File: config.mk
export PLATFORM = sky130hd
export DESIGN_NAME = gpio_ports
export DESIGN_NICKNAME = d
export VERILOG_FILES = /design/src/design/gpio_pkg.sv /design/src/design/pin_sync.sv /design/src/design/gpio_ports.sv
export SDC_FILE = /design/constraint.sdc
export NUM_CORES = 1
export LEC_CHECK = 0
export ABC_AREA = 0
export CORE_MARGIN = 3
export CORE_UTILIZATION = 30
export DETAILED_ROUTE_END_ITERATION = 10
export DONT_BUFFER_PORTS = 1
export SETUP_SLACK_MARGIN = 0.3
export SLEW_MARGIN = 20
export SYNTH_ARGS = -nofsm -noshare
export SYNTH_HDL_FRONTEND = slang
export SYNTH_HIERARCHICAL = 1
export SYNTH_SLANG_ARGS = --single-unit
File: constraint.sdc
create_clock -name ref_clk_i -period 1.9 [get_ports ref_clk_i]
set_input_delay 0.38 -clock ref_clk_i [delete_from_list [all_inputs] [get_ports ref_clk_i]]
set_output_delay 0.38 -clock ref_clk_i [all_outputs]
set_load 0.1 [all_outputs]
File: src/design/gpio_pkg.sv
/*
  package for the three-port gpio block: register offsets, reset values,
  widths and bus response codes.
  assumes a 32-bit axi4-lite register bus with one register per word.
*/
package gpio_pkg;
  // printed offsets are register indices; byte address is four times
  localparam logic [7:0] IDX_PORT0_OUTPUT_LATCH = 8'h00;
  localparam logic [7:0] IDX_PORT1_DATA = 8'h01;
  localparam logic [7:0] IDX_PORT2_OUTPUT_LATCH = 8'h02;
  localparam logic [7:0] IDX_PORT0_DRIVE_TYPE = 8'h08;
  localparam logic [7:0] IDX_PORT1_DIRECTION = 8'h09;
  localparam logic [7:0] IDX_PORT0_PIN_LEVEL = 8'h0b;
  localparam logic [7:0] IDX_PORT2_PIN_LEVEL = 8'h0c;
  // control bits for clock mode and stop mode (own register)
  localparam logic [7:0] IDX_MODE_CTRL = 8'h20;
  // external interrupt latch for port two pin zero (own register)
  localparam logic [7:0] IDX_PIN0_EVENT = 8'h21;
  localparam int MODE_DUAL_CLOCK_BIT = 0;
  localparam int MODE_STOP_BIT = 1;
  // reset values
  localparam logic [7:0] RST_PORT0_LATCH = 8'hff;
  localparam logic [7:0] RST_PORT0_DRIVE = 8'h00;
  localparam logic [7:0] RST_PORT1_LATCH = 8'h00;
  localparam logic [7:0] RST_PORT1_DIR = 8'h00;
  localparam logic [2:0] RST_PORT2_LATCH = 3'h7;
  localparam logic [1:0] RST_MODE = 2'h0;
  // axi responses
  localparam logic [1:0] RESP_OKAY = 2'h0;
  localparam logic [1:0] RESP_SLVERR = 2'h2;
endpackage

File: src/design/pin_sync.sv
/*
  three-stage synchroniser for a group of pin inputs.
  a change counts once the second and third stage agree; the first
  stage feeds only the second.
*/
`timescale 1ns/1ps
module pin_sync #(
  parameter int WIDTH = 8
) (
  input wire logic ref_clk_i,
  input wire logic srst_i,
  input wire logic [WIDTH-1:0] async_i,
  input wire logic [WIDTH-1:0] rst_val_i,
  output logic [WIDTH-1:0] level_o
);
  logic [WIDTH-1:0] s1_q; // metastability catcher
  logic [WIDTH-1:0] s2_q; // second stage
  logic [WIDTH-1:0] s3_q; // third stage

  // shift chain, no reset on the raw stages
  always_ff @(posedge ref_clk_i)
  begin
    s1_q <= async_i;
    s2_q <= s1_q;
    s3_q <= s2_q;
  end

  // accept a bit only when stages two and three agree
  always_ff @(posedge ref_clk_i)
  begin
    if (srst_i)
    begin
      level_o <= rst_val_i;
    end
    else
    begin
      for (int i = 0; i < WIDTH; i++)
      begin
        if (s2_q[i] == s3_q[i])
        begin
          level_o[i] <= s3_q[i];
        end
      end
    end
  end
endmodule

File: src/design/gpio_ports.sv
/*
  parallel i/o logic for three ports behind an axi4-lite register slave:
  port zero with per-bit open-drain or push-pull drive, port one with
  per-bit direction, port two with crystal pins and a stop-release pin.
  assumes pins are resolved outside from out/oe pairs; pin inputs are
  asynchronous and pass a synchroniser.
*/
`timescale 1ns/1ps
module gpio_ports
  import gpio_pkg::*;
#(
  parameter int ADDR_W = 12
) (
  input wire logic ref_clk_i,
  input wire logic srst_i,
  // axi4-lite slave
  input wire logic [ADDR_W-1:0] s_axi_awaddr,
  input wire logic s_axi_awvalid,
  output logic s_axi_awready,
  input wire logic [31:0] s_axi_wdata,
  input wire logic [3:0] s_axi_wstrb,
  input wire logic s_axi_wvalid,
  output logic s_axi_wready,
  output logic [1:0] s_axi_bresp,
  output logic s_axi_bvalid,
  input wire logic s_axi_bready,
  input wire logic [ADDR_W-1:0] s_axi_araddr,
  input wire logic s_axi_arvalid,
  output logic s_axi_arready,
  output logic [31:0] s_axi_rdata,
  output logic [1:0] s_axi_rresp,
  output logic s_axi_rvalid,
  input wire logic s_axi_rready,
  // port zero pins
  input wire logic [7:0] port0_pin_i,
  output logic [7:0] port0_pin_o,
  output logic [7:0] port0_pin_oe_o,
  // port one pins
  input wire logic [7:0] port1_pin_i,
  output logic [7:0] port1_pin_o,
  output logic [7:0] port1_pin_oe_o,
  // port two pins
  input wire logic [2:0] port2_pin_i,
  output logic [2:0] port2_pin_o,
  output logic [2:0] port2_pin_oe_o,
  // crystal handover and interrupt latch state
  output logic xtal_pins_claimed_o,
  output logic pin0_event_o
);
  logic [7:0] port0_output_latch_q; // port zero latch
  logic [7:0] port0_drive_type_q; // 1 = push-pull
  logic [7:0] port1_data_q; // port one latch
  logic [7:0] port1_direction_q; // 1 = output
  logic [2:0] port2_output_latch_q; // port two latch
  logic [1:0] mode_q; // dual-clock and stop bits
  logic pin0_event_q; // interrupt latch for pin zero
  logic pin0_drv_prev_q; // last driven level of pin zero
  logic [7:0] p0_lvl; // synchronised levels
  logic [7:0] p1_lvl;
  logic [2:0] p2_lvl;
  logic have_aw_q; // write address captured
  logic have_w_q; // write data captured
  logic [ADDR_W-1:0] awaddr_q;
  logic [31:0] wdata_q;
  logic [3:0] wstrb_q;
  logic wr_go; // both halves present
  logic [7:0] wr_idx;
  logic [7:0] rd_idx;
  logic pin0_drv; // pin zero actively low output
  logic pin0_oe;

  // byte address to register index, dropping the word offset
  function automatic logic [7:0] reg_index(input logic [ADDR_W-1:0] a);
    reg_index = a[9:2];
  endfunction

  // decoded index of a mapped register
  function automatic logic is_mapped(input logic [7:0] i);
    is_mapped = (i == IDX_PORT0_OUTPUT_LATCH) || (i == IDX_PORT1_DATA) ||
                (i == IDX_PORT2_OUTPUT_LATCH) ||
                (i == IDX_PORT0_DRIVE_TYPE) ||
                (i == IDX_PORT1_DIRECTION) ||
                (i == IDX_PORT0_PIN_LEVEL) ||
                (i == IDX_PORT2_PIN_LEVEL) ||
                (i == IDX_MODE_CTRL) || (i == IDX_PIN0_EVENT);
  endfunction

  pin_sync #(.WIDTH(19)) u_sync (
    .ref_clk_i(ref_clk_i),
    .srst_i(srst_i),
    .async_i({port2_pin_i, port1_pin_i, port0_pin_i}),
    .rst_val_i(19'h0_0000),
    .level_o({p2_lvl, p1_lvl, p0_lvl})
  );

  assign wr_go = have_aw_q && have_w_q && !s_axi_bvalid;
  assign wr_idx = reg_index(awaddr_q);
  assign rd_idx = reg_index(s_axi_araddr);
  // accept each half once, in either order
  assign s_axi_awready = !have_aw_q && !s_axi_bvalid;
  assign s_axi_wready = !have_w_q && !s_axi_bvalid;
  assign s_axi_arready = !s_axi_rvalid;

  // capture write address and data independently
  always_ff @(posedge ref_clk_i)
  begin
    if (srst_i)
    begin
      have_aw_q <= 1'b0;
      have_w_q <= 1'b0;
      awaddr_q <= '0;
      wdata_q <= 32'h0000_0000;
      wstrb_q <= 4'h0;
    end
    else if (wr_go)
    begin
      have_aw_q <= 1'b0;
      have_w_q <= 1'b0;
    end
    else
    begin
      if (s_axi_awvalid && s_axi_awready)
      begin
        have_aw_q <= 1'b1;
        awaddr_q <= s_axi_awaddr;
      end
      if (s_axi_wvalid && s_axi_wready)
      begin
        have_w_q <= 1'b1;
        wdata_q <= s_axi_wdata;
        wstrb_q <= s_axi_wstrb;
      end
    end
  end

  // write response, slverr for unmapped or read-only words
  always_ff @(posedge ref_clk_i)
  begin
    if (srst_i)
    begin
      s_axi_bvalid <= 1'b0;
      s_axi_bresp <= RESP_OKAY;
    end
    else if (wr_go)
    begin
      s_axi_bvalid <= 1'b1;
      if (is_mapped(wr_idx) && wr_idx != IDX_PORT0_PIN_LEVEL &&
          wr_idx != IDX_PORT2_PIN_LEVEL)
        s_axi_bresp <= RESP_OKAY;
      else
        s_axi_bresp <= RESP_SLVERR;
    end
    else if (s_axi_bready)
    begin
      s_axi_bvalid <= 1'b0;
    end
  end

  // register writes; only byte lane zero carries data
  always_ff @(posedge ref_clk_i)
  begin
    if (srst_i)
    begin
      port0_output_latch_q <= RST_PORT0_LATCH;
      port0_drive_type_q <= RST_PORT0_DRIVE;
      port1_data_q <= RST_PORT1_LATCH;
      port1_direction_q <= RST_PORT1_DIR;
      port2_output_latch_q <= RST_PORT2_LATCH;
      mode_q <= RST_MODE;
    end
    else if (wr_go && wstrb_q[0])
    begin
      case (wr_idx)
        IDX_PORT0_OUTPUT_LATCH: port0_output_latch_q <= wdata_q[7:0];
        IDX_PORT0_DRIVE_TYPE: port0_drive_type_q <= wdata_q[7:0];
        // written value lands in every latch bit
        IDX_PORT1_DATA: port1_data_q <= wdata_q[7:0];
        IDX_PORT1_DIRECTION: port1_direction_q <= wdata_q[7:0];
        IDX_PORT2_OUTPUT_LATCH: port2_output_latch_q <= wdata_q[2:0];
        IDX_MODE_CTRL: mode_q <= wdata_q[1:0];
        default: ;
      endcase
    end
  end

  always_ff @(posedge ref_clk_i)
  begin
    if (srst_i)
    begin
      pin0_event_q <= 1'b0;
      pin0_drv_prev_q <= 1'b1;
    end
    else
    begin
      pin0_drv_prev_q <= port2_pin_o[0] | ~pin0_oe;
      // set wins over a clear in the same cycle
      if (pin0_drv_prev_q && pin0_drv)
        pin0_event_q <= 1'b1;
      else if (wr_go && wstrb_q[0] && wr_idx == IDX_PIN0_EVENT &&
               wdata_q[0])
        pin0_event_q <= 1'b0;
    end
  end

  // read channel, one register-stage answer
  always_ff @(posedge ref_clk_i)
  begin
    if (srst_i)
    begin
      s_axi_rvalid <= 1'b0;
      s_axi_rdata <= 32'h0000_0000;
      s_axi_rresp <= RESP_OKAY;
    end
    else if (s_axi_arvalid && s_axi_arready)
    begin
      s_axi_rvalid <= 1'b1;
      s_axi_rresp <= is_mapped(rd_idx) ? RESP_OKAY : RESP_SLVERR;
      s_axi_rdata <= 32'h0000_0000;
      case (rd_idx)
        IDX_PORT0_OUTPUT_LATCH: s_axi_rdata[7:0] <= port0_output_latch_q;
        IDX_PORT0_PIN_LEVEL: s_axi_rdata[7:0] <= p0_lvl;
        IDX_PORT0_DRIVE_TYPE: s_axi_rdata[7:0] <= port0_drive_type_q;
        IDX_PORT1_DATA: s_axi_rdata[7:0] <=
          (port1_data_q & port1_direction_q) |
          (p1_lvl & ~port1_direction_q);
        IDX_PORT1_DIRECTION: s_axi_rdata[7:0] <= port1_direction_q;
        // latch and pins apart; upper bits read zero
        IDX_PORT2_OUTPUT_LATCH: s_axi_rdata[2:0] <= port2_output_latch_q;
        IDX_PORT2_PIN_LEVEL: s_axi_rdata[2:0] <= p2_lvl;
        IDX_MODE_CTRL: s_axi_rdata[1:0] <= mode_q;
        IDX_PIN0_EVENT: s_axi_rdata[0] <= pin0_event_q;
        default: ;
      endcase
    end
    else if (s_axi_rready)
    begin
      s_axi_rvalid <= 1'b0;
    end
  end

  // port zero drivers: open-drain only pulls low
  always_comb
  begin
    for (int i = 0; i < 8; i++)
    begin
      port0_pin_o[i] = port0_output_latch_q[i];
      port0_pin_oe_o[i] = port0_drive_type_q[i] |
                          ~port0_output_latch_q[i];
    end
  end

  assign port1_pin_o = port1_data_q;
  assign port1_pin_oe_o = port1_direction_q;

  assign pin0_oe = ~mode_q[MODE_STOP_BIT] & ~port2_output_latch_q[0];
  assign pin0_drv = pin0_oe;
  assign xtal_pins_claimed_o = mode_q[MODE_DUAL_CLOCK_BIT];

  // port two is sink-only, so only a zero latch drives
  always_comb
  begin
    port2_pin_o = port2_output_latch_q;
    port2_pin_oe_o[0] = pin0_oe;
    port2_pin_oe_o[2:1] = mode_q[MODE_DUAL_CLOCK_BIT] ? 2'b00 :
                          ~port2_output_latch_q[2:1];
  end

  assign pin0_event_o = pin0_event_q;
endmodule

==> flow_summary.json <==
{
  "ios": 167,
  "hold_end": "port1_pin_o[6]",
  "critPathKind": "reg -> out",
  "cp_max_fo": 6,
  "power.share.clock": 0.439,
  "period_share": 0.862,
  "hold_depth": 1,
  "h-tree-depth": 4,
  "layout.nets": 752,
  "cp.arrival_ns": 1.26,
  "num_rows": 49,
  "combPwrFrac": 0.112,
  "ys_seq_area_frac": 0.542,
  "dieArea_um2": 20800,
  "yosys.area_share.adder": 0,
  "status": "finished, final reports clean",
  "netlist_instances": 564,
  "period_needed_ns": 1.64,
  "hold_viol": 0,
  "synth_edf_count": 19,
  "crit_top_cell": "buf_12",
  "antenna_found_initial": 0,
  "synth_async_sr_flop_share": 0,
  "skew_ns": 0.00994,
  "globalplace.congestion": 0.900,
  "switchingPower_mw": 1.96,
  "layout_commonest_cell": "dfxtp_1",
  "synth-seq-cells": 146,
  "start_util": 0.312,
  "cap_violations": 0,
  "startpoint_type": "flop",
  "synth_mux_area_frac": 0.0863,
  "gr-total-overflow": 0,
  "viasPerCell": 4.72,
  "hold_path.class": "in -> reg",
  "multi_input_area_um2": 2660,
  "die_x_um": 144,
  "ant_nets": 0,
  "p_int_mw": 5.62,
  "layout_common_cells": "107 x dfxtp_1, 62 x nand2_1, 52 x buf_4",
  "grt_setup_unrepaired": "yes",
  "clock_sinks": 146,
  "drcViolationCount": 0,
  "max_stage_delay_ns": 0.35,
  "layout-drive-gt1-share": 0.295,
  "grt_pass1_wl_um": 22000,
  "p_leak_nw": 3.17,
  "fp.dieH_um": 144,
  "port_buffers": 0,
  "synth_top_family_by_area": "simple AND/OR/NAND/NOR gates",
  "slew_headroom": 0.628,
  "area_growth_pct": 31.9,
  "crit_required_ns": 1.52,
  "synth_compound_area_frac": 0.0871,
  "seq_area_um2": 3140,
  "num_vias": 4288,
  "grt_max_degree": 98,
  "peakVddDrop_uv": 652,
  "synth_xor_area_frac": 0.0290,
  "fin_area_um2": 7580,
  "syn-cell-area_um2": 5740,
  "synthDistinctLibCells": 56,
  "n_antenna_cell": 0,
  "final_max_slew_viol_count": 0,
  "crit_chain": "buf_12, nor2_4, buf_12",
  "dr.pass1.iters": 5,
  "fmax_mhz": 610,
  "worst_pin_slew_ns": 0.557,
  "yosys_warnings": 6,
  "post_drt_wl_per_cell_um": 16.1,
  "r2r_cells": 6,
  "critPathSlowestCell": "dfxtp_4",
  "yosys.area_share.simple": 0.191,
  "reg2reg_slack_ns": 0.31,
  "cts_tree": "done",
  "dpl_cell_area_um2": 6470,
  "cts_inserted_buffers": 17,
  "powerDensity_nw_per_um2": 1000,
  "syn_area_per_cell_um2": 10.2,
  "clk_latency_ns": 0.42,
  "clk_path_buf_depth": 2,
  "synth-main-ff-cell": "dfxtp_1",
  "wl_um": 14600,
  "tns_ns": 0,
  "switching_share": 0.259,
  "setup_viol": 0,
  "endpoint_kind": "output pin",
  "p_seq_frac": 0.450,
  "core_area_um2": 18400,
  "worstHoldStart": "srst_i",
  "hpwl_um": 10500,
  "grt_usage": 0.138,
  "cts-root-buf": "clkbuf_16",
  "r2r_start": "s_axi_bvalid",
  "cts.clk_slew.worst_paths_ns": 0.06,
  "worst_r2r_endpoint": "port1_pin_oe_o[4]",
  "nFillCells": 1723,
  "drt_iter0_markers": 292,
  "grt_pass1_vias": 4134
}
[timing repair]
action	CTS	global route
pin swaps	10	21
gates resized for setup	27	38
cloned	0	1
buffers inserted	4	4
hold buffers	19	0
endpoints found under the setup margin	41	47
hold endpoints to repair	19	0
[through the flow]
step	power (mW)	setup slack (ns)	cells	hold WS, ns	util
floorplan	4.18	0.0840	608	0.310	-
global placement	4.22	0.100	848	0.314	0.352
detailed placement	4.23	0.0363	848	0.313	0.352
CTS	7.62	0.227	903	0.0334	0.401
global route	7.86	0.212	908	0.0303	0.412
finish	7.58	0.261	908	0.0457	0.412
[registers in the layout, indices dropped and copies added (netlist names), 2 cells and up]
register / count
port1_pin_oe_o: 8
u_sync/level_o: 19
u_sync/s2_q: 19
port0_drive_type_q: 8
u_sync/s3_q: 19
wdata_q: 8
port1_pin_o: 8
port0_pin_o: 8
awaddr_q: 8
port2_pin_o: 3
mode_q: 2
s_axi_rdata: 8
u_sync/s1_q: 19
[power groups by stage]
stage	Combinational (mW)	Sequential (mW)	Clock, mW
finish	0.846	3.41	3.33
global route	0.893	3.42	3.55
CTS	0.820	3.41	3.39
detailed placement	0.758	3.47	0
global placement	0.747	3.47	0
floorplan	0.649	3.53	0
[synthesized netlist by cell type (all sizes together) (5+ instances only)]
cell | instances | share of area
o21ai | 9 | 0.0078
dfxtp | 127 | 0.44
nand2b | 28 | 0.030
xor2 | 19 | 0.029
o22ai | 5 | 0.0054
edfxtp | 19 | 0.099
clkbuf | 13 | 0.0085
mux2 | 22 | 0.050
a21oi | 40 | 0.035
buf | 39 | 0.049
nor2 | 44 | 0.029
inv | 10 | 0.0065
mux2i | 21 | 0.037
nand3b | 6 | 0.0078
a22oi | 7 | 0.0091
nand2 | 79 | 0.052
nand3 | 18 | 0.017
nor3 | 12 | 0.012
[how the worst max path moves through the flow]
stage | from | end | slack (ns) | depth (start not counted)
floorplan | s_axi_rvalid | s_axi_rdata[1] | 0.08 | 6
global placement | have_w_q | port1_pin_o[3] | 0.10 | 6
detailed placement | have_w_q | port1_pin_o[3] | 0.04 | 6
CTS | s_axi_bvalid | s_axi_wready | 0.23 | 3
global route | s_axi_bvalid | port1_pin_oe_o[4] | 0.21 | 6
finish | s_axi_bvalid | s_axi_wready | 0.26 | 3
[final cells by class]
type | instances | area share
clock buffers | 20 | 0.0576
clock inverters | 12 | 0.0206
inverters | 10 | 0.00545
multi-input cells | 401 | 0.351
flip-flops and latches | 146 | 0.415
well taps | 229 | 0.0378
repair buffers | 90 | 0.113
[per-layer routing]
metal,global-route usage,routed length [um]
met1,0.163,6100
met2,0.235,7190
met3,0.0437,1030
met4,0.0535,260
met5,0,0
[logic make-up after synthesis]
kind of cell           Yosys count
AO/OA/AOI/OAI                   82
XOR/XNOR                        19
buffers and inverters           62
flip-flops                     146
multiplexers                    43
other                            1
AND/OR/NAND/NOR                211
[worst max-delay path, delay by kind of cell, from the launching register on]
family	cells	cell delay, ns
buf+inv	2	0.36
flops	1	0.35
simple gates	1	0.14
Note: power is estimated with default switching activity, not from simulation.
